## src/shared/swa_pkg.sv

```systemverilog
// ****************************************************************
// Timing, register map and state encoding
// ****************************************************************
package swa_pkg;

	// Base clock, 100 MHz
	localparam int CLOCK_PERIOD_NS       = 10;
	localparam int CYC_PER_US            = 1000 / CLOCK_PERIOD_NS;
	// Fraction of each maximum actually used except the ground maximum, leaves room for clock tolerance
	localparam int MARGIN_PCT            = 80;

	// Times in their own units
	localparam int RESUME_PU_MAX_US      = 700;
	localparam int RESUME_IDLE_MAX_US    = 500;
	localparam int PM_RESPONSE_MAX_US    = 2000;
	localparam int DETECT_TIMEOUT_MAX_MS = 100;
	localparam int GROUND_MAX_S          = 2;
	localparam int GROUND_SETTLE_US      = 1000;
	localparam int DEACT_LOW_US          = 20;

	// Cycle counts derived from the times
	localparam int RESUME_PU_CYC   = RESUME_PU_MAX_US * CYC_PER_US / 100 * MARGIN_PCT;
	localparam int RESUME_IDLE_CYC = RESUME_IDLE_MAX_US * CYC_PER_US / 100 * MARGIN_PCT;
	localparam int PM_RESPONSE_CYC = PM_RESPONSE_MAX_US * CYC_PER_US / 100 * MARGIN_PCT;
	localparam int DETECT_CYC      = DETECT_TIMEOUT_MAX_MS * 1000 * CYC_PER_US / 100 * MARGIN_PCT;
	localparam int GROUND_MAX_CYC  = GROUND_MAX_S * 1000000 * CYC_PER_US;
	localparam int GROUND_SETTLE_CYC = GROUND_SETTLE_US * CYC_PER_US;
	localparam int DEACT_LOW_CYC   = DEACT_LOW_US * CYC_PER_US;

	// Counter widths
	localparam int TIMER_W = 28;
	localparam int DEACT_W = 12;
	localparam logic [TIMER_W-1:0] TIMER_ONE = 28'h0000001;
	localparam logic [DEACT_W-1:0] DEACT_ONE = 12'h001;
	localparam logic [DEACT_W-1:0] DEACT_LIM = 12'h7D0;

	// Register bus
	localparam int ADDR_W = 8;
	localparam int DATA_W = 32;
	localparam logic [ADDR_W-1:0] REG_CTRL       = 8'h00;
	localparam logic [ADDR_W-1:0] REG_STATUS     = 8'h04;
	localparam logic [ADDR_W-1:0] REG_IRQ_STATUS = 8'h08;
	localparam logic [ADDR_W-1:0] REG_IRQ_MASK   = 8'h0C;

	// Control fields
	localparam int CTRL_W              = 3;
	localparam int CTRL_ENABLE         = 0;
	localparam int CTRL_SWP_KNOWN      = 1;
	localparam int CTRL_CONTACT_ACTIVE = 2;
	localparam logic [CTRL_W-1:0] CTRL_RESET = 3'h1;

	// Status fields
	localparam int STAT_W          = 5;
	localparam int STAT_LINKED     = 0;
	localparam int STAT_INHIBIT    = 1;
	localparam int STAT_FULL_POWER = 2;
	localparam int STAT_SUBSEQUENT = 3;
	localparam int STAT_GROUNDED   = 4;

	// Interrupt fields
	localparam int IRQ_W          = 5;
	localparam int IRQ_ACTIVATED  = 0;
	localparam int IRQ_TIMEOUT    = 1;
	localparam int IRQ_APP_SELECT = 2;
	localparam int IRQ_GROUNDED   = 3;
	localparam int IRQ_LATE       = 4;
	localparam logic [IRQ_W-1:0] IRQ_MASK_RESET = 5'h00;

	typedef enum logic [2:0] {
		ST_DEACT,
		ST_WAIT_RESUME,
		ST_RESUMED,
		ST_SEND_SYNC,
		ST_WAIT_PM,
		ST_SEND_REPLY,
		ST_ACTIVE,
		ST_INHIBIT
	} swa_state_t;

endpackage

```

## src/hdl/swa_activation_ctrl.sv

```systemverilog
// Added by the designer: the address map and the plain strobed port.
`timescale 1ns/10ps
// ****************************************************************
// Card-side link activation control
// ****************************************************************
// Rules this block follows or relies on
// (RULE1) Downlink rising out of deactivated state reruns the activation handshake.
// (RULE2) Subsequent activation sends no capability field in any activation frame.
// (RULE3) Front-end takes first good sync frame of a subsequent activation as success.
// (RULE4) After power-up, resume for the first sync frame within 700 us.
// (RULE5) Answer a power-mode frame within 2000 us after its end delimiter.
// (RULE6) Activated-state detection timeout is at most 100 ms from uplink high.
// (RULE7) On timeout drive uplink low and ignore the link until told otherwise.
// (RULE8) From deactivated state, resume for the first sync frame within 500 us.
// (RULE9) Front-end repeat interval should exceed card response plus resume time.
// (RULE10) In low power mode terminal keeps contact and USB interfaces off.
// (RULE11) In full power mode terminal may start other interfaces freely.
// (RULE12) Activation while contact interface is active counts as application select.
// (RULE13) Wire not tied to supply and no link support: ground it within 2 s.
// (RULE14) Terminal holds the wire low once the card lacks link support.
// (RULE15) Good power-mode frame: repeat bit 1 repeats last frame, 0 sends ready.
// (RULE16) Front-end requests at most three repeats per activation.
// (RULE17) All windows are timed by internal-clock counters with tolerance margin.
module swa_activation_ctrl #(
	parameter int RESUME_PU_CYC     = swa_pkg::RESUME_PU_CYC,
	parameter int RESUME_IDLE_CYC   = swa_pkg::RESUME_IDLE_CYC,
	parameter int PM_RESPONSE_CYC   = swa_pkg::PM_RESPONSE_CYC,
	parameter int DETECT_CYC        = swa_pkg::DETECT_CYC,
	parameter int GROUND_SETTLE_CYC = swa_pkg::GROUND_SETTLE_CYC
) (
	// Clock and reset
	input  wire logic                       clock,
	input  wire logic                       reset_n,
	// Register port
	input  wire logic [swa_pkg::ADDR_W-1:0] addr,
	input  wire logic [swa_pkg::DATA_W-1:0] wr_data,
	input  wire logic                       wr_strobe,
	input  wire logic                       rd_strobe,
	output logic [swa_pkg::DATA_W-1:0]      rd_data,
	output logic                            irq,
	// Shared wire pins
	input  wire logic                       downlink_voltage_signal,
	input  wire logic                       wire_tied_supply,
	output logic                            uplink_current_signal,
	output logic                            wire_gnd_out,
	output logic                            wire_gnd_oe_n,
	// Frame layer
	input  wire logic                       stack_ready,
	input  wire logic                       tx_done,
	input  wire logic                       rx_pm_done,
	input  wire logic                       rx_pm_ok,
	input  wire logic                       frame_repeat_bit,
	input  wire logic                       rx_full_power,
	output logic                            tx_sync_req,
	output logic                            tx_ready_req,
	output logic                            capability_info_field,
	output logic                            app_select_pulse
);

	localparam logic [swa_pkg::TIMER_W-1:0] LIM_PU   = RESUME_PU_CYC[swa_pkg::TIMER_W-1:0];
	localparam logic [swa_pkg::TIMER_W-1:0] LIM_IDLE = RESUME_IDLE_CYC[swa_pkg::TIMER_W-1:0];
	localparam logic [swa_pkg::TIMER_W-1:0] LIM_PM   = PM_RESPONSE_CYC[swa_pkg::TIMER_W-1:0];
	localparam logic [swa_pkg::TIMER_W-1:0] LIM_DET  = DETECT_CYC[swa_pkg::TIMER_W-1:0];
	localparam logic [swa_pkg::TIMER_W-1:0] LIM_GND  = GROUND_SETTLE_CYC[swa_pkg::TIMER_W-1:0];
	localparam logic [swa_pkg::TIMER_W-1:0] LIM_GMAX =
		swa_pkg::GROUND_MAX_CYC[swa_pkg::TIMER_W-1:0];

	// ****************************************************************
	// Pin synchronisers and downlink idle detection
	// ****************************************************************
	logic                        s1_meta;
	logic                        s1_sync;
	logic                        s1_prev;
	logic                        tie_meta;
	logic                        tie_sync;
	logic [swa_pkg::DEACT_W-1:0] low_cnt;
	logic [swa_pkg::DEACT_W-1:0] next_low_cnt;
	logic                        s1_rise;
	logic                        link_idle;

	// Two flops per pin; logic reads the second stage, plus a third downlink flop for rise detection
	always_ff @(posedge clock) begin
		if (!reset_n) begin
			s1_meta  <= 1'b0;
			s1_sync  <= 1'b0;
			s1_prev  <= 1'b0;
			tie_meta <= 1'b0;
			tie_sync <= 1'b0;
			low_cnt  <= '0;
		end else begin
			s1_meta  <= downlink_voltage_signal;
			s1_sync  <= s1_meta;
			s1_prev  <= s1_sync;
			tie_meta <= wire_tied_supply;
			tie_sync <= tie_meta;
			low_cnt  <= next_low_cnt;
		end
	end

	assign s1_rise   = s1_sync & ~s1_prev;
	assign link_idle = (low_cnt == swa_pkg::DEACT_LIM);

	// Downlink low longer than any bit's low phase means deactivated
	always_comb begin
		next_low_cnt = low_cnt;
		if (s1_sync)
			next_low_cnt = '0;
		else if (!link_idle)
			next_low_cnt = low_cnt + swa_pkg::DEACT_ONE;
	end

	// ****************************************************************
	// Timers
	// ****************************************************************
	logic                        win_load;
	logic                        win_stop;
	logic [swa_pkg::TIMER_W-1:0] win_limit;
	logic                        win_expired;
	logic [swa_pkg::TIMER_W-1:0] win_elapsed;
	logic                        gnd_load;
	logic                        gnd_stop;
	logic                        gnd_running;
	logic                        gnd_expired;
	logic [swa_pkg::TIMER_W-1:0] gnd_elapsed;

	// One timer shared by the activation windows, which never overlap
	swa_timer u_win_timer (
		.clock   (clock),
		.reset_n (reset_n),
		.load    (win_load),
		.stop    (win_stop),
		.limit   (win_limit),
		.running (),
		.expired (win_expired),
		.elapsed (win_elapsed)
	);

	swa_timer u_gnd_timer (
		.clock   (clock),
		.reset_n (reset_n),
		.load    (gnd_load),
		.stop    (gnd_stop),
		.limit   (LIM_GND),
		.running (gnd_running),
		.expired (gnd_expired),
		.elapsed (gnd_elapsed)
	);

	// ****************************************************************
	// Activation state machine
	// ****************************************************************
	swa_pkg::swa_state_t          state;
	swa_pkg::swa_state_t          next_state;
	logic [swa_pkg::CTRL_W-1:0]   ctrl;
	logic [swa_pkg::IRQ_W-1:0]    evt;
	logic next_uplink, next_sync_req, next_ready_req, next_cap, next_app_select;
	logic last_ready, next_last_ready, subsequent, next_subsequent;
	logic once_activated, next_once, full_power, next_full_power;
	logic linked, next_linked, grounded, next_grounded, act_done, gnd_cond;

	// Grounding applies only while the terminal has never shown link support
	assign gnd_cond = !tie_sync && !ctrl[swa_pkg::CTRL_SWP_KNOWN] && !once_activated
		&& !grounded && (state == swa_pkg::ST_DEACT || state == swa_pkg::ST_INHIBIT);
	assign gnd_load = gnd_cond && !gnd_running && !gnd_expired;
	assign gnd_stop = !gnd_cond;

	always_comb begin
		next_state      = state;
		next_uplink     = uplink_current_signal;
		next_sync_req   = 1'b0;
		next_ready_req  = 1'b0;
		next_cap        = capability_info_field;
		next_app_select = 1'b0;
		next_last_ready = last_ready;
		next_subsequent = subsequent;
		next_once       = once_activated;
		next_full_power = full_power;
		next_linked     = linked;
		next_grounded   = grounded;
		win_load        = 1'b0;
		win_stop        = 1'b0;
		win_limit       = LIM_PU;
		evt             = '0;
		act_done        = 1'b0;
		case (state)
			swa_pkg::ST_DEACT: begin
				if (s1_rise && ctrl[swa_pkg::CTRL_ENABLE] && !grounded) begin // RULE1
					next_state      = swa_pkg::ST_WAIT_RESUME;
					next_subsequent = once_activated;
					win_load        = 1'b1;
					win_limit       = once_activated ? LIM_IDLE : LIM_PU; // RULE4 RULE8
				end
			end
			swa_pkg::ST_WAIT_RESUME: begin
				// Timer compares every cycle, so hold this window's limit while it runs
				win_limit = subsequent ? LIM_IDLE : LIM_PU; // RULE4 RULE8
				// Resume early when the stack is ready, forced at the window edge
				if (stack_ready || win_expired) begin // RULE4 RULE8
					next_state  = swa_pkg::ST_RESUMED;
					next_uplink = 1'b1;
					win_load    = 1'b1;
					win_limit   = LIM_DET; // RULE6
				end
			end
			swa_pkg::ST_RESUMED: begin
				win_limit = LIM_DET; // RULE6
				if (s1_rise) begin
					next_state      = swa_pkg::ST_SEND_SYNC;
					win_stop        = 1'b1;
					next_linked     = 1'b1;
					next_sync_req   = 1'b1;
					next_cap        = !subsequent; // RULE2
					next_last_ready = 1'b0;
				end else if (win_expired) begin // RULE7
					next_state  = swa_pkg::ST_INHIBIT;
					next_uplink = 1'b0;
					evt[swa_pkg::IRQ_TIMEOUT] = 1'b1;
				end
			end
			swa_pkg::ST_SEND_SYNC: begin
				if (tx_done) begin
					next_state = swa_pkg::ST_WAIT_PM;
					act_done   = subsequent;
				end
			end
			swa_pkg::ST_WAIT_PM: begin
				// A corrupted frame gets no answer at all
				if (rx_pm_done && rx_pm_ok) begin // RULE15
					next_full_power = rx_full_power;
					next_state      = swa_pkg::ST_SEND_REPLY;
					win_load        = 1'b1;
					win_limit       = LIM_PM; // RULE5
					if (frame_repeat_bit && !last_ready) begin
						next_sync_req = 1'b1;
					end else begin
						next_ready_req  = 1'b1;
						next_last_ready = 1'b1;
					end
				end
			end
			swa_pkg::ST_SEND_REPLY: begin
				win_limit = LIM_PM; // RULE5
				if (tx_done) begin
					win_stop   = 1'b1;
					next_state = last_ready ? swa_pkg::ST_ACTIVE : swa_pkg::ST_WAIT_PM;
					act_done   = last_ready && !subsequent;
				end else if (win_expired) begin // RULE5
					evt[swa_pkg::IRQ_LATE] = 1'b1;
					next_state = swa_pkg::ST_WAIT_PM;
				end
			end
			swa_pkg::ST_ACTIVE: begin
				next_state = swa_pkg::ST_ACTIVE;
			end
			swa_pkg::ST_INHIBIT: begin
				// Link attempts are ignored until software reports link support
				if (ctrl[swa_pkg::CTRL_SWP_KNOWN]) // RULE7
					next_state = swa_pkg::ST_DEACT;
			end
			default: next_state = swa_pkg::ST_DEACT;
		endcase
		if (act_done) begin
			next_once = 1'b1;
			evt[swa_pkg::IRQ_ACTIVATED] = 1'b1;
			if (ctrl[swa_pkg::CTRL_CONTACT_ACTIVE]) begin // RULE12
				next_app_select = 1'b1;
				evt[swa_pkg::IRQ_APP_SELECT] = 1'b1;
			end
		end
		// Deactivation overrides any activation step in progress
		if (link_idle && state != swa_pkg::ST_DEACT && state != swa_pkg::ST_INHIBIT) begin
			next_state     = swa_pkg::ST_DEACT;
			next_uplink    = 1'b0;
			next_linked    = 1'b0;
			next_sync_req  = 1'b0;
			next_ready_req = 1'b0;
			win_load       = 1'b0;
			win_stop       = 1'b1;
		end
		if (gnd_expired && gnd_cond) begin // RULE13
			next_grounded = 1'b1;
			evt[swa_pkg::IRQ_GROUNDED] = 1'b1;
		end else if (tie_sync || ctrl[swa_pkg::CTRL_SWP_KNOWN]) begin
			next_grounded = 1'b0;
		end
	end

	always_ff @(posedge clock) begin
		if (!reset_n) begin
			state                 <= swa_pkg::ST_DEACT;
			uplink_current_signal <= 1'b0;
			tx_sync_req           <= 1'b0;
			tx_ready_req          <= 1'b0;
			capability_info_field <= 1'b1;
			app_select_pulse      <= 1'b0;
			last_ready            <= 1'b0;
			subsequent            <= 1'b0;
			once_activated        <= 1'b0;
			full_power            <= 1'b0;
			linked                <= 1'b0;
			grounded              <= 1'b0;
			wire_gnd_oe_n         <= 1'b1;
			wire_gnd_out          <= 1'b0;
		end else begin
			state                 <= next_state;
			uplink_current_signal <= next_uplink;
			tx_sync_req           <= next_sync_req;
			tx_ready_req          <= next_ready_req;
			capability_info_field <= next_cap;
			app_select_pulse      <= next_app_select;
			last_ready            <= next_last_ready;
			subsequent            <= next_subsequent;
			once_activated        <= next_once;
			full_power            <= next_full_power;
			linked                <= next_linked;
			grounded              <= next_grounded;
			wire_gnd_oe_n         <= !next_grounded; // RULE13
			wire_gnd_out          <= 1'b0;
		end
	end

	// ****************************************************************
	// Registers and interrupt
	// ****************************************************************
	logic [swa_pkg::CTRL_W-1:0] next_ctrl;
	logic [swa_pkg::IRQ_W-1:0]  irq_status;
	logic [swa_pkg::IRQ_W-1:0]  next_irq_status;
	logic [swa_pkg::IRQ_W-1:0]  irq_mask;
	logic [swa_pkg::IRQ_W-1:0]  next_irq_mask;
	logic [swa_pkg::IRQ_W-1:0]  irq_clear;
	logic [swa_pkg::STAT_W-1:0] stat;
	logic [swa_pkg::DATA_W-1:0] next_rd_data;

	// Decode writes and reads; a new event wins over a clear in the same cycle
	always_comb begin
		next_ctrl     = ctrl;
		next_irq_mask = irq_mask;
		irq_clear     = '0;
		next_rd_data  = '0;
		stat          = '0;
		stat[swa_pkg::STAT_LINKED]     = linked;
		stat[swa_pkg::STAT_INHIBIT]    = (state == swa_pkg::ST_INHIBIT);
		stat[swa_pkg::STAT_FULL_POWER] = full_power;
		stat[swa_pkg::STAT_SUBSEQUENT] = subsequent;
		stat[swa_pkg::STAT_GROUNDED]   = grounded;
		if (wr_strobe) begin
			if (addr == swa_pkg::REG_CTRL)
				next_ctrl = wr_data[swa_pkg::CTRL_W-1:0];
			else if (addr == swa_pkg::REG_IRQ_STATUS)
				irq_clear = wr_data[swa_pkg::IRQ_W-1:0];
			else if (addr == swa_pkg::REG_IRQ_MASK)
				next_irq_mask = wr_data[swa_pkg::IRQ_W-1:0];
		end
		if (rd_strobe) begin
			if (addr == swa_pkg::REG_CTRL)
				next_rd_data = {{(swa_pkg::DATA_W-swa_pkg::CTRL_W){1'b0}}, ctrl};
			else if (addr == swa_pkg::REG_STATUS)
				next_rd_data = {{(swa_pkg::DATA_W-swa_pkg::STAT_W){1'b0}}, stat};
			else if (addr == swa_pkg::REG_IRQ_STATUS)
				next_rd_data = {{(swa_pkg::DATA_W-swa_pkg::IRQ_W){1'b0}}, irq_status};
			else if (addr == swa_pkg::REG_IRQ_MASK)
				next_rd_data = {{(swa_pkg::DATA_W-swa_pkg::IRQ_W){1'b0}}, irq_mask};
		end
		next_irq_status = (irq_status & ~irq_clear) | evt;
	end

	always_ff @(posedge clock) begin
		if (!reset_n) begin
			ctrl       <= swa_pkg::CTRL_RESET;
			irq_status <= '0;
			irq_mask   <= swa_pkg::IRQ_MASK_RESET;
			rd_data    <= '0;
			irq        <= 1'b0;
		end else begin
			ctrl       <= next_ctrl;
			irq_status <= next_irq_status;
			irq_mask   <= next_irq_mask;
			rd_data    <= next_rd_data;
			irq        <= |(next_irq_status & next_irq_mask);
		end
	end

	// ****************************************************************
	// Assertions
	// ****************************************************************
	rerun_start_a: assert property (@(posedge clock) disable iff (!reset_n) // RULE1
		(state == swa_pkg::ST_DEACT && s1_rise && ctrl[swa_pkg::CTRL_ENABLE] && !grounded)
		|=> state == swa_pkg::ST_WAIT_RESUME)
		else $error("downlink rise did not restart activation");
	no_cap_info_a: assert property (@(posedge clock) disable iff (!reset_n) // RULE2
		(tx_sync_req && subsequent) |-> !capability_info_field)
		else $error("capability field sent in subsequent activation");
	resume_power_up_a: assert property (@(posedge clock) disable iff (!reset_n) // RULE4
		(state == swa_pkg::ST_WAIT_RESUME && !subsequent) |-> win_elapsed <= LIM_PU)
		else $error("power-up resume window overrun");
	resume_idle_a: assert property (@(posedge clock) disable iff (!reset_n) // RULE8
		(state == swa_pkg::ST_WAIT_RESUME && subsequent) |-> win_elapsed <= LIM_IDLE)
		else $error("resume window from idle overrun");
	pm_window_a: assert property (@(posedge clock) disable iff (!reset_n) // RULE5
		(state == swa_pkg::ST_SEND_REPLY) |-> win_elapsed <= LIM_PM)
		else $error("power-mode reply window overrun");
	detect_timeout_a: assert property (@(posedge clock) disable iff (!reset_n) // RULE6
		(state == swa_pkg::ST_RESUMED) |-> (uplink_current_signal && win_elapsed <= LIM_DET))
		else $error("activation detect timeout overrun");
	inhibit_quiet_a: assert property (@(posedge clock) disable iff (!reset_n) // RULE7
		(state == swa_pkg::ST_INHIBIT && !ctrl[swa_pkg::CTRL_SWP_KNOWN])
		|=> (state == swa_pkg::ST_INHIBIT && !uplink_current_signal && !tx_sync_req))
		else $error("inhibited card responded to the link");
	repeat_reply_a: assert property (@(posedge clock) disable iff (!reset_n) // RULE15
		(state == swa_pkg::ST_WAIT_PM && rx_pm_done && rx_pm_ok && frame_repeat_bit
		&& !last_ready && !link_idle) |=> (tx_sync_req && !tx_ready_req))
		else $error("repeat request not answered with sync frame");
	ready_reply_a: assert property (@(posedge clock) disable iff (!reset_n) // RULE15
		(state == swa_pkg::ST_WAIT_PM && rx_pm_done && rx_pm_ok && !frame_repeat_bit
		&& !link_idle) |=> (tx_ready_req && !tx_sync_req))
		else $error("power-mode frame not answered with ready frame");
	app_select_a: assert property (@(posedge clock) disable iff (!reset_n) // RULE12
		(act_done && ctrl[swa_pkg::CTRL_CONTACT_ACTIVE]) |=> (app_select_pulse
		&& irq_status[swa_pkg::IRQ_APP_SELECT]))
		else $error("application select not signalled");
	ground_time_a: assert property (@(posedge clock) disable iff (!reset_n) // RULE13
		gnd_cond |-> (gnd_elapsed <= LIM_GND && LIM_GND < LIM_GMAX && wire_gnd_oe_n))
		else $error("wire grounding late");

endmodule

```

## src/hdl/swa_timer.sv

```systemverilog
`timescale 1ns/10ps
// ****************************************************************
// Window timer on the internal clock
// ****************************************************************
module swa_timer (
	// Clock and reset
	input  wire logic                       clock,
	input  wire logic                       reset_n,
	// Control
	input  wire logic                       load,
	input  wire logic                       stop,
	input  wire logic [swa_pkg::TIMER_W-1:0] limit,
	// State
	output logic                            running,
	output logic                            expired,
	output logic [swa_pkg::TIMER_W-1:0]     elapsed
);

	logic                        next_running;
	logic                        next_expired;
	logic [swa_pkg::TIMER_W-1:0] next_elapsed;

	// Count up from load, one expiry pulse when the limit is reached
	always_comb begin
		next_running = running;
		next_expired = 1'b0;
		next_elapsed = elapsed;
		if (load) begin
			next_running = 1'b1;
			next_elapsed = '0;
		end else if (stop) begin
			next_running = 1'b0;
		end else if (running) begin
			if (elapsed == limit - swa_pkg::TIMER_ONE) begin // RULE17
				next_running = 1'b0;
				next_expired = 1'b1;
			end
			next_elapsed = elapsed + swa_pkg::TIMER_ONE;
		end
	end

	// Register the timer state
	always_ff @(posedge clock) begin
		if (!reset_n) begin
			running <= 1'b0;
			expired <= 1'b0;
			elapsed <= '0;
		end else begin
			running <= next_running;
			expired <= next_expired;
			elapsed <= next_elapsed;
		end
	end

endmodule

```

## config.mk

```make
export PLATFORM = sky130hd
export DESIGN_NAME = swa_activation_ctrl
export DESIGN_NICKNAME = d
export VERILOG_FILES = /design/src/shared/swa_pkg.sv /design/src/hdl/swa_activation_ctrl.sv /design/src/hdl/swa_timer.sv
export SDC_FILE = /design/constraint.sdc
export NUM_CORES = 1
export LEC_CHECK = 0
export ABC_AREA = 1
export BUFFER_PORTS_ARGS = -buffer_cell sky130_fd_sc_hd__buf_2
export CAP_MARGIN = 5
export CORE_MARGIN = 3
export CORE_UTILIZATION = 47
export CTS_CLUSTER_DIAMETER = 40
export DETAILED_ROUTE_END_ITERATION = 16
export PLACE_DENSITY = 0.71
export SLEW_MARGIN = 20
export SYNTH_ARGS = -nofsm -noshare
export SYNTH_HDL_FRONTEND = slang
export SYNTH_SLANG_ARGS = --single-unit
```

## constraint.sdc

```tcl
create_clock -name clock -period 4.96 [get_ports clock]
set_input_delay 0.992 -clock clock [delete_from_list [all_inputs] [get_ports clock]]
set_output_delay 0.992 -clock clock [all_outputs]
set_load 0.02 [all_outputs]
```

# Word level (Yosys, flattened, before mapping)

Cells that the tools add are included.

Flip-flop bits (word level): 138
Bits of input ports: 52
Output and inout bits: 40
Word-level logic and storage cells: 199

Add/sub/neg operators: 4
Eq/ne operators: 25
Muxes and demuxes: 73
Bitwise operators: 14
Reductions and logical operators: 51

Operators by type and width:

| cell                    | number |
|---|---|
| $pmux W23 S5            | 1 |
| $add A28 B1 Y28 const B | 2 |
| $mux W5                 | 10 |
| $mux W15                | 3 |
| $mux W1                 | 39 |
| $mux W3                 | 10 |
| $eq A28 B17 Y1 const B  | 1 |
| $eq A28 B28 Y1          | 1 |
| $pmux W3 S8             | 1 |
| $sub A23 B1 Y24 const B | 1 |
| $mux W23                | 1 |
| $mux W18                | 1 |
| $eq A8 B4 Y1 const B    | 2 |
| $logic_and A1 B1 Y1     | 14 |
| $ne A2 B2 Y1 const B    | 7 |
| $reduce_and A2 Y1       | 7 |
| $add A12 B1 Y12 const B | 1 |
| $eq A12 B11 Y1 const B  | 1 |
| $eq A3 B3 Y1 const B    | 4 |
| $reduce_or A4 Y1        | 3 |
| $and A5 B5 Y5           | 2 |
| $pmux W1 S2             | 5 |
| $reduce_or A5 Y1        | 2 |
| $logic_not A1 Y1        | 9 |
| other kinds (21)        | 39 |

# Logic depth before layout (Yosys ltp)

Gate-level depths: netlist (run 1).

Word-level depth: 12
Gate-level depth with buffers: 18
Depth with buffers taken out: 18

# Hierarchy

Synthesis (run 1) repeated with hierarchy kept, for this count alone.

Cell total of the unflattened synthesis: 1335
Area, all modules: 8340.5 um^2

By module, submodules not included:

| module              | instances | cells each | area an instance (um^2) | seq. area each (um^2) |
|---|---|---|---|---|
| swa_timer           | 2         | 471        | 2787.7                  | 600.6 |
| swa_activation_ctrl | 1         | 393        | 2765.2                  | 1021.0 |

# Worst setup path before layout (run 1)

OpenSTA, ideal clock, no wires.

Kind: input port to flip-flop
Start: input stack_ready
End: register u_win_timer.expired
Library setup time: 0.064 ns
Arrival: 2.598 ns
Required time: 4.896 ns
Slack: 2.298 ns
Stages: 14
Buffers on the path: 0
Cells stage by stage: nor2_1 nand3_1 nand2_2 nand2_1 ha_1 xor2_1 nand3_1 nor2_1 nand4_1 nor2_1 nand2_1 nor2_1 nand4_1 nor2_1

Word-level cells in the longest chain between the ends: 6
Elaborated cells between the ends (all ways): 10
Classes of those cells: 1 x add/sub; 1 x eq/ne; 6 x mux; 2 x reduce/logical

RTL lines:

| item                   | RTL line                   | RTL |
|---|---|---|
| from (decl)            | swa_activation_ctrl.sv:48  | `input wire logic stack_ready,` |
| $logic_or A1 B1 Y1 (*) | swa_activation_ctrl.sv:198 | `if (stack_ready \|\| win_expired) begin` |
| $mux W23               | swa_activation_ctrl.sv:198 |  |
| $pmux W23 S5           | swa_activation_ctrl.sv:185 | `case (state)` |
| $sub A23 B1 Y24        | swa_timer.sv:34            | `if (elapsed == limit - swa_pkg::TIMER_ONE) begin` |
| $eq A28 B28 Y1         | swa_timer.sv:34            |  |
| $mux W1                | swa_timer.sv:34            |  |
| to (signal assigned)   | swa_timer.sv:50            | `expired <= next_expired;` |
| to (decl)              | swa_timer.sv:15            | `output logic expired,` |

Mark *: on every way between the ends. The rest lies on a longest branch, timed or not.
A chain may end at the register's enable or synchronous reset.

# Final worst setup path (run 1)

Start: input stack_ready
End: register u_win_timer.running

Word-level cells in the longest chain between the ends: 9
Elaborated cells between the ends (all ways): 12
Classes of those cells: 1 x add/sub; 1 x eq/ne; 9 x mux; 1 x reduce/logical

RTL lines:

| item                   | RTL line                   | RTL |
|---|---|---|
| $logic_or A1 B1 Y1 (*) | swa_activation_ctrl.sv:198 |  |
| $mux W23               | swa_activation_ctrl.sv:198 |  |
| $pmux W23 S5           | swa_activation_ctrl.sv:185 |  |
| $sub A23 B1 Y24        | swa_timer.sv:34            |  |
| $eq A28 B28 Y1         | swa_timer.sv:34            |  |
| $mux W1                | swa_timer.sv:34            |  |
| $mux W1                | swa_timer.sv:33            | `end else if (running) begin` |
| $mux W1                | swa_timer.sv:31            | `end else if (stop) begin` |
| $mux W1 (*)            | swa_timer.sv:28            | `if (load) begin` |
| to (signal assigned)   | swa_timer.sv:49            | `running <= next_running;` |
| to (decl)              | swa_timer.sv:14            | `output logic running,` |

Marked as above.

==> impl_metrics.json, run 1 <==
{
  "power_frac_comb_pct": 25.8,
  "layout-area-overhead-vs-synth_pct": 7.77,
  "grt_pass1_wl_um": 24100,
  "drc": 0,
  "drv_cap": 0,
  "ctsLongestPathBuffers": 2,
  "fp.dieArea_um2": 14700,
  "timing.clock.skew_ns": 0.00970,
  "antenna_found_initial": 0,
  "share_seq_of_total_power_pct": 42.3,
  "pin_count_of_the_biggest_net_entering_global_routing": 28,
  "vias_per_cell": 5.08,
  "worstSkewPairLatency_ns": 0.35,
  "detail-route-antenna-nets": 0,
  "min_path_type": "reg2reg",
  "clkSinkCount": 111,
  "post_layout_utilization_of_the_core_pct": 52.6,
  "synth_enable_flop_cells": 0,
  "global_route.overflow_total": 0,
  "wl_um": 14200,
  "ir_drop_mv": 0.206,
  "drtIter0Drc": 424,
  "place_worst_setup_slack_ns": 1.79,
  "fp.dieH_um": 121,
  "resized_gates_after_cts": 0,
  "maxSlewViolCount": 0,
  "synth_warn": 0,
  "clock_buffer_count_from_cts": 9,
  "port-buffer-count": 36,
  "most_common_library_cell_in_the_layout_ignoring_fill_and_taps": "sky130_fd_sc_hd__nand2_1",
  "placement_rows": 41,
  "mean_instance_size_in_the_synthesized_netlist_um2": 6.64,
  "reg2reg_to": "u_win_timer.running",
  "reg_clk_slew_reported_paths_ns": 0.07,
  "crit_path_cell_trace": "buf_2 -> nor2_1 -> nand3_1 -> nand2_2 -> nand2_1 -> ha_1 -> xor2_1 -> nand4_1 -> nor2_1 -> nand2_1 -> nor2_1 -> nand4_1 -> nand2_1 -> a21oi_1",
  "post_route_cells_drive_above_1_share_pct": 7.38,
  "cts_hold_repair.buffers": 0,
  "post_route_setup_tns_ns": 0,
  "setup.worst_path.end_class": "flop",
  "finalHoldViolCount": 0,
  "power-per-cell-area_nw_per_um2": 338,
  "async_s_r_ff_share_synth_pct": 0,
  "min_delay_path_depth": 2,
  "cts-root-buf": "sky130_fd_sc_hd__clkbuf_16",
  "cp-startpoint": "stack_ready",
  "dp_hpwl_um": 10700,
  "fmax_mhz": 360,
  "worst-r2r-cell-count": 14,
  "drtPass1Iterations": 5,
  "synth.distinct_cells": 43,
  "globalRouteTotalUtil_pct": 19.7,
  "worst_setup_path_start_kind": "input pin",
  "critPathCapture": "u_win_timer.running",
  "yosys_register_bits": 111,
  "grt_setup_unrepaired": "false",
  "grt_pass1_vias": 5236,
  "ff2ff_setup_slack_ns": 2.40,
  "detailroute.via_count": 5836,
  "path_depth": 14,
  "final_nets": 1028,
  "period_needed_ns": 2.78,
  "hold_ws_ns": 0.417,
  "arrival_ns": 2.99,
  "num_antenna_cells": 0,
  "cts_tree": "built",
  "cp_data_required_time_ns": 5.17,
  "postCtsSetupBuffers": 0,
  "yosys_most_used_dff": "sky130_fd_sc_hd__dfxtp_1",
  "crit_slowest_cell": "sky130_fd_sc_hd__ha_1",
  "cts.htree.levels": 3,
  "post_drt_wl_per_cell_um": 12.3,
  "worst-path-buf-inv": 1,
  "worst_slew_pin_slew_ns": 0.766,
  "synthesis.area_um2": 6260,
  "fin_crit_sh_pct": 56.0,
  "layout_common_cells": "sky130_fd_sc_hd__nand2_1, sky130_fd_sc_hd__dfxtp_1, sky130_fd_sc_hd__inv_1",
  "worstSetupPathType": "in2reg",
  "initial_core_utilization_pct": 48.8,
  "cellInternalPower_w": 0.00149,
  "die_x_um": 121,
  "core_um2": 12800,
  "synthCells": 944,
  "critPathMaxStageDelay_ns": 0.35,
  "io-pin-count": 92,
  "gp_congestion": 0.945,
  "switching_share_pct": 34.6,
  "final_critical_path_setup_slack_ns": 2.18,
  "final-setup-viol-count": 0,
  "tightest_slew_margin_relative_to_the_limit_pct": 48.8,
  "p_clk_share_pct": 31.9,
  "outcome": "finished clean",
  "synth_area_leaders": "sky130_fd_sc_hd__dfxtp_1, sky130_fd_sc_hd__nand2_1, sky130_fd_sc_hd__inv_1",
  "synth_top_area_share_pct": 35.5,
  "ys_seq_area_share_pct": 35.5,
  "post-layout-total-power_w": 0.00228,
  "family_with_the_most_delay_on_the_worst_path": "simple AND/OR/NAND/NOR gates",
  "net-switching-power_w": 0.000789,
  "r2r-start": "state[0]",
  "post-synth-top-area-cell": "sky130_fd_sc_hd__dfxtp_1",
  "path_max_fanout": 10,
  "leakage_nw": 2.60
}
-- worst min-delay path by stage --
stage / startpoint / endpoint / slack (ns)
global placement: s1_meta / s1_sync / 0.39
detailed placement: s1_meta / s1_sync / 0.40
CTS: s1_meta / s1_sync / 0.42
global route: s1_meta / s1_sync / 0.45
finish: s1_meta / s1_sync / 0.42
floorplan: s1_meta / s1_sync / 0.39
-- area by class of cell --
type	instances	area [um^2]
flip-flops and latches	111	2220
clock inverters	3	42.5
well taps	172	215
clock buffers	13	250
multi-input cells	696	3400
fillers	1310	6070
repair buffers	36	180
inverters	117	442
-- flip-flops by register name (all words and copies together), names as in the netlist, 3 cells and up --
signal               count
state                    3
low_cnt                 12
ctrl                     3
irq_mask                 5
u_gnd_timer.elapsed     28
irq_status               5
u_win_timer.elapsed     28
rd_data                  5
-- metal layers --
layer	share of wire (%)	vias up	wire length, um	GRT usage, %
li1	-	3082	-	-
met1	50	2597	7130	28.1
met2	43	153	6100	31.0
met3	6.0	4	846	4.24
met4	0.50	0	71	3.36
met5	0	-	0	0
-- kinds of logic after synthesis --
family                     synth area share (%)
adders and majority gates                 0.999
xor gates and xnor gates                   4.47
DFF                                        35.5
and+or+nand+nor                            35.1
AOI/OAI and AO/OA                          12.0
other                                    0.0599
buffers and inverters                      11.9
-- synthesized netlist by cell type (2+ instances only) --
cell                         n
sky130_fd_sc_hd__nand2_2     5
sky130_fd_sc_hd__buf_4      28
sky130_fd_sc_hd__inv_2       5
sky130_fd_sc_hd__and3_1      4
sky130_fd_sc_hd__o211ai_1   10
sky130_fd_sc_hd__nor3b_1     2
sky130_fd_sc_hd__a21oi_1    71
sky130_fd_sc_hd__nor3_2      2
sky130_fd_sc_hd__nor4_1     14
sky130_fd_sc_hd__a211oi_1    5
sky130_fd_sc_hd__nor2_1    104
sky130_fd_sc_hd__or3_1       2
sky130_fd_sc_hd__o21ai_0    40
sky130_fd_sc_hd__dfxtp_1   111
sky130_fd_sc_hd__nand2_1   228
sky130_fd_sc_hd__nor3_1     45
sky130_fd_sc_hd__or2_2       2
sky130_fd_sc_hd__xnor2_1    10
sky130_fd_sc_hd__o21a_1      6
sky130_fd_sc_hd__clkbuf_1   10
sky130_fd_sc_hd__nand3_1    48
sky130_fd_sc_hd__buf_2       5
sky130_fd_sc_hd__inv_1     110
sky130_fd_sc_hd__nor2_4      4
sky130_fd_sc_hd__nand3b_1    2
sky130_fd_sc_hd__ha_1        5
sky130_fd_sc_hd__nand4_1    27
sky130_fd_sc_hd__buf_6       2
sky130_fd_sc_hd__xor2_1     22
sky130_fd_sc_hd__buf_1       2
-- tightest hold or removal path, delay by kind of cell, from the launching register on --
family,cells,cell delay [ns]
DFF,1,0.31
buffers and inverters,1,0.04
and+or+nand+nor,1,0.05
-- metrics by stage --
stage | instance area (um^2) | std cells
after floorplan | 6360 | 971
after global placement | 6460 | 1132
after detailed placement | 6460 | 1132
after CTS | 6750 | 1148
after global routing | 6750 | 1148
final | 6750 | 1148
-- power groups by stage --
stage	logic, W	registers, W	clock network, W
after floorplan	0.000506	0.000972	0
after global placement	0.000586	0.000985	0
after detailed placement	0.000588	0.000985	0
after CTS	0.000588	0.000964	0.000747
after global routing	0.000678	0.000970	0.000772
final	0.000587	0.000965	0.000728
No activity file was read; power rests on OpenSTA's default activity.
==> run 2: changes to the inputs <==
PLACE_DENSITY = 0.73   (was 0.71)
clock period = 2.55 ns   (was 4.96 ns; I/O delays follow)
==> run 2 against run 1 <==
  * Global-route usage is 0.50 points higher
  * Sequential power is 95% higher
  * Worst setup slack worse by 1.9 ns
  * Clock power is 110% higher
  * Combinational power is 120% higher
  * Highest routed layer unchanged
==> impl_metrics.json, run 2 (same netlist as run 1, synthesis figures left out) <==
{
  "grt_pass1_vias": 5319,
  "final-seq-area_um2": 2230,
  "cell_area_after_layout_um2": 6910,
  "dp_hpwl_um": 11200,
  "gp_congestion": 0.967,
  "setup.worst_path.end_class": "flop",
  "ctsLongestPathBuffers": 2,
  "worst_slew_pin_slew_ns": 0.545,
  "ir_drop_mv": 0.366,
  "postCtsSetupBuffers": 0,
  "arrival_ns": 2.51,
  "fp.dieH_um": 121,
  "drtIter0Drc": 407,
  "fin_crit_sh_pct": 87.0,
  "final.fill_count": 1305,
  "min_path_type": "in2reg",
  "share_seq_of_total_power_pct": 39.9,
  "timing.clock.skew_ns": 0.0107,
  "cp_data_required_time_ns": 2.85,
  "drtPass1Iterations": 5,
  "placement_rows": 41,
  "layout-area-overhead-vs-synth_pct": 10.4,
  "dp.cells": 1147,
  "reg_clk_slew_reported_paths_ns": 0.07,
  "fp.dieArea_um2": 14700,
  "post-layout-total-power_w": 0.00471,
  "resized_gates_after_cts": 0,
  "layout_common_cells": "sky130_fd_sc_hd__nand2_1, sky130_fd_sc_hd__inv_1, sky130_fd_sc_hd__dfxtp_1",
  "post_route_cells_drive_above_1_share_pct": 10.0,
  "drc": 0,
  "cp-startpoint": "state[0]",
  "clock_buffer_count_from_cts": 9,
  "globalRouteTotalUtil_pct": 20.2,
  "multiInputGateArea_um2": 3420,
  "global_route.overflow_total": 0,
  "instances_no_fill": 1162,
  "power-per-cell-area_nw_per_um2": 682,
  "most_common_library_cell_in_the_layout_ignoring_fill_and_taps": "sky130_fd_sc_hd__nand2_1",
  "cts.htree.levels": 3,
  "cellInternalPower_w": 0.00309,
  "antenna_found_initial": 0,
  "port-buffer-count": 36,
  "num_antenna_cells": 0,
  "fmax_mhz": 451,
  "switching_share_pct": 34.5,
  "vias_per_cell": 5.17,
  "post_dp_cell_area_um2": 6570,
  "worstSkewPairLatency_ns": 0.36,
  "grt_pass1_wl_um": 24400,
  "post_drt_wl_per_cell_um": 12.6,
  "r2r-start": "state[0]",
  "detailroute.via_count": 6005,
  "biggestRegsByFlops": "u_gnd_timer.elapsed x28, u_win_timer.elapsed x28, low_cnt x12",
  "pin_count_of_the_biggest_net_entering_global_routing": 21,
  "cts_tree": "built",
  "path_max_fanout": 8,
  "die_x_um": 121,
  "initial_core_utilization_pct": 48.8,
  "wl_um": 14700,
  "leakage_nw": 2.69,
  "hold_start": "wire_tied_supply",
  "tightest_slew_margin_relative_to_the_limit_pct": 63.4,
  "detail-route-antenna-nets": 0,
  "outcome": "finished clean",
  "drv_cap": 0,
  "io-pin-count": 92,
  "net-switching-power_w": 0.00163,
  "maxSlewViolCount": 0,
  "worstSetupPathType": "reg2reg",
  "clkSinkCount": 111,
  "period_needed_ns": 2.22,
  "core_um2": 12800,
  "cts-root-buf": "sky130_fd_sc_hd__clkbuf_16",
  "cts_hold_repair.buffers": 0,
  "final_nets": 1043,
  "final-setup-viol-count": 0,
  "p_clk_share_pct": 32.5,
  "worst_setup_path_start_kind": "flop",
  "power_frac_comb_pct": 27.6,
  "finalHoldViolCount": 0
}
==> run 2: cell types whose count changed in the layout (fill, tap and decap cells not counted), moves of 2 or more <==
cell                       previous run  this run
sky130_fd_sc_hd__dfxtp_1            111       108
sky130_fd_sc_hd__clkbuf_1             3         0
sky130_fd_sc_hd__nand2_1            228       226
sky130_fd_sc_hd__nand2_2              5         7
sky130_fd_sc_hd__nor2_2               1         4
sky130_fd_sc_hd__nor2_1             104       101
sky130_fd_sc_hd__dfxtp_2              0         3
sky130_fd_sc_hd__clkinv_4             0         3
sky130_fd_sc_hd__buf_4                0        15
==> run 2: path summary, 6_finish.rpt <==
kind                                       endpoint  slack (ns)  cells past startpoint
worst max register to register  u_win_timer.expired        0.33                     16
worst min register to register              s1_sync        0.41                      2
worst max-delay path            u_win_timer.expired        0.33                     16
worst min-delay path                       tie_meta        0.35                      3
==> run 2: power groups by stage <==
stage	Clock [W]	Combinational (W)	Sequential, W
final	0.00153	0.00130	0.00188
after floorplan	0	0.000984	0.00189
after global placement	0	0.00126	0.00191
after CTS	0.00157	0.00127	0.00187
after detailed placement	0	0.00126	0.00192
after global routing	0.00164	0.00148	0.00189
==> run 2: layer usage <==
layer / wire length [um] / GRT usage, % / vias to the layer above
met4: 94 / 3.85 / 0
li1: - / - / 3103
met2: 6550 / 32.3 / 176
met5: 0 / 0 / -
met1: 7170 / 28.1 / 2718
met3: 875 / 4.57 / 8
==> run 2: cell type report <==
type	instances	area share, %
multi-input cells	696	49.4
flip-flops and latches	111	32.2
inverters	117	6.39
repair buffers	51	4.23
clock buffers	9	3.26
well taps	172	3.11
clock inverters	6	1.38
==> run 2: per-stage QoR <==
| step | setup TNS (ns) | hold slack, ns | setup WS, ns | utilization, % |
|---|---|---|---|---|
| after floorplan | 0 | 0.390 | 0.370 | - |
| after global placement | 0 | 0.393 | 0.108 | 51.2 |
| after detailed placement | 0 | 0.396 | 0.105 | 51.2 |
| after CTS | 0 | 0.338 | 0.176 | 53.7 |
| after global routing | -0.000273 | 0.346 | -0.000273 | 53.9 |
| final | 0 | 0.347 | 0.331 | 53.9 |
==> run 2: worst max-delay path: stages (launching register included) <==
cell                      delay, ns
sky130_fd_sc_hd__dfxtp_2       0.37
sky130_fd_sc_hd__inv_2         0.08
sky130_fd_sc_hd__nand2_1       0.08
sky130_fd_sc_hd__nor2_4        0.19
sky130_fd_sc_hd__nand2_2       0.11
sky130_fd_sc_hd__nand2_1       0.10
sky130_fd_sc_hd__nor2_2        0.05
sky130_fd_sc_hd__ha_1          0.31
sky130_fd_sc_hd__xor2_2        0.16
sky130_fd_sc_hd__nand3_1       0.09
sky130_fd_sc_hd__nor2_1        0.10
sky130_fd_sc_hd__nand4_1       0.08
sky130_fd_sc_hd__nor2_1        0.11
sky130_fd_sc_hd__nand2_1       0.05
sky130_fd_sc_hd__nor2_1        0.12
sky130_fd_sc_hd__nand4_1       0.09
sky130_fd_sc_hd__nor2_1        0.08
==> run 3: changes to the inputs <==
CTS_BUF_LIST = sky130_fd_sc_hd__clkbuf_4 sky130_fd_sc_hd__clkbuf_8   (was default)
==> run 3 against run 2 <==
  * Clock power is 23% lower
  * Power is 7.3% lower
  * Combinational power hardly changed
  * First-iteration DRC count is 8.6% higher
  * Critical path type unchanged
  * Non-clock buffer count stayed put
  * Wire length is 0.62% lower
==> impl_metrics.json, run 3 (same netlist as run 1, synthesis figures left out) <==
{
  "outcome": "finished clean",
  "post-layout-total-power_w": 0.00437,
  "setup.worst_path.end_class": "flop",
  "cts_tree": "built",
  "min_delay_path_depth": 3,
  "io-pin-count": 92,
  "initial_core_utilization_pct": 48.8,
  "arrival_ns": 2.57,
  "ff2ff_setup_slack_ns": 0.31,
  "cts.htree.levels": 3,
  "gp_congestion": 0.967,
  "crit_top_cell": "sky130_fd_sc_hd__nor2_1",
  "postCtsSetupBuffers": 0,
  "drtPass1Iterations": 5,
  "core_um2": 12800,
  "drv_cap": 0,
  "instances_no_fill": 1162,
  "path_max_fanout": 8,
  "fmax_mhz": 446,
  "period_needed_ns": 2.24,
  "post_drt_wl_per_cell_um": 12.6,
  "fp.dieH_um": 121,
  "detail-route-antenna-nets": 0,
  "drc": 0,
  "grt_setup_unrepaired": "false",
  "grt_pass1_vias": 5295,
  "detailroute.via_count": 5998,
  "clock_buffer_count_from_cts": 9,
  "global_route.overflow_total": 0,
  "critPathMaxStageDelay_ns": 0.38,
  "crit_slowest_cell": "sky130_fd_sc_hd__dfxtp_2",
  "worst_slew_pin_slew_ns": 0.529,
  "clkSinkCount": 111,
  "layout_common_cells": "sky130_fd_sc_hd__nand2_1, sky130_fd_sc_hd__inv_1, sky130_fd_sc_hd__dfxtp_1",
  "timing.clock.skew_ns": 0.0135,
  "place_worst_setup_slack_ns": 0.105,
  "fp.dieArea_um2": 14700,
  "placement_rows": 41,
  "final-setup-viol-count": 0,
  "dp.cells": 1147,
  "worstSkewPairLatency_ns": 0.39,
  "pin_count_of_the_biggest_net_entering_global_routing": 21,
  "most_common_library_cell_in_the_layout_ignoring_fill_and_taps": "sky130_fd_sc_hd__nand2_1",
  "reg2reg_to": "u_win_timer.expired",
  "worstSetupPathType": "reg2reg",
  "maxSlewViolCount": 0,
  "final_critical_path_setup_slack_ns": 0.310,
  "hold_start": "wire_tied_supply",
  "drtIter0Drc": 442,
  "port-buffer-count": 36,
  "worst-r2r-cell-count": 16,
  "post_route_cells_drive_above_1_share_pct": 10.1,
  "resized_gates_after_cts": 0,
  "vias_per_cell": 5.16,
  "min_path_type": "in2reg",
  "dp_hpwl_um": 11200,
  "whs_endpoint": "tie_meta",
  "layout-area-overhead-vs-synth_pct": 8.81,
  "cell_area_after_layout_um2": 6820,
  "worst_setup_path_start_kind": "flop",
  "post_dp_cell_area_um2": 6570,
  "finalHoldViolCount": 0,
  "r2r-start": "state[1]",
  "ir_drop_mv": 0.255,
  "antenna_found_initial": 0,
  "final_nets": 1043,
  "cp_data_required_time_ns": 2.88,
  "num_antenna_cells": 0,
  "crit_path_cell_trace": "inv_2 -> nand2_1 -> nor2_4 -> nand2_2 -> nand2_1 -> nor2_2 -> ha_1 -> xor2_2 -> nand3_1 -> nor2_1 -> nand4_1 -> nor2_1 -> nand2_1 -> nor2_1 -> nand4_1 -> nor2_1",
  "biggestRegsByFlops": "u_gnd_timer.elapsed x28, u_win_timer.elapsed x28, low_cnt x12",
  "post_route_setup_tns_ns": 0,
  "wl_um": 14600,
  "grt_pass1_wl_um": 24300,
  "ctsLongestPathBuffers": 2,
  "globalRouteTotalUtil_pct": 20.1,
  "fin_crit_sh_pct": 87.9,
  "cts-root-buf": "sky130_fd_sc_hd__clkbuf_8",
  "cts_hold_repair.buffers": 0,
  "tightest_slew_margin_relative_to_the_limit_pct": 64.6,
  "reg_clk_slew_reported_paths_ns": 0.11,
  "die_x_um": 121,
  "power-per-cell-area_nw_per_um2": 641,
  "leakage_nw": 2.64
}
==> run 3: cell types whose count changed in the layout (fill, tap and decap cells not counted) <==
| cell | delta |
|---|---|
| sky130_fd_sc_hd__clkbuf_8 | +9 |
| sky130_fd_sc_hd__nor2_1 | -1 |
| sky130_fd_sc_hd__clkbuf_16 | -9 |
| sky130_fd_sc_hd__nor2_2 | +1 |
==> run 3: cell type report <==
cell class	instances	area (um^2)
clock buffer	9	124
fill	1320	6010
multi-input combinational	696	3420
timing repair buffer	51	293
clock inverter	6	95.1
tap	172	215
sequential	111	2230
inverter	117	442
==> run 3: where the power goes <==
part	switching [W]	internal [W]
clock network	0.000622	0.000557
registers	0.0000755	0.00181
logic	0.000892	0.000415
total	0.00159	0.00278
==> run 3: worst max path at each step <==
stage / to / startpoint / cells after the start / slack, ns
after global routing: u_win_timer.expired / state[1] / 16 / 0.02
after floorplan: u_win_timer.expired / stack_ready / 14 / 0.37
after CTS: u_win_timer.expired / state[2] / 15 / 0.16
after detailed placement: u_win_timer.expired / stack_ready / 17 / 0.11
after global placement: u_win_timer.expired / stack_ready / 17 / 0.11
final: u_win_timer.expired / state[1] / 16 / 0.31
==> run 3: per-stage QoR <==
| stage | util [%] | hold WS, ns |
|---|---|---|
| 2_1_floorplan | - | 0.390 |
| 3_3_place_gp | 51.2 | 0.393 |
| 3_5_place_dp | 51.2 | 0.396 |
| 4_1_cts | 52.9 | 0.291 |
| 5_1_grt | 53.1 | 0.297 |
| 6_report | 53.1 | 0.307 |
==> run 3: per-layer routing <==
layer	share of wire, %	up-vias	wire [um]	global-route usage, %
li1	-	3104	-	-
met1	49	2711	7140	28.2
met2	44	174	6480	32.1
met3	6.0	9	881	4.10
met4	0.67	0	98	3.92
met5	0	-	0	0
==> run 3: worst max-delay path, delay by kind of cell, from the launching register on <==
family | cells | cell delay [ns]
flip-flops | 1 | 0.38
AND/OR/NAND/NOR | 13 | 1.25
XOR/XNOR | 1 | 0.16
buffers and inverters | 1 | 0.07
adder cells (fa/ha/maj) | 1 | 0.32
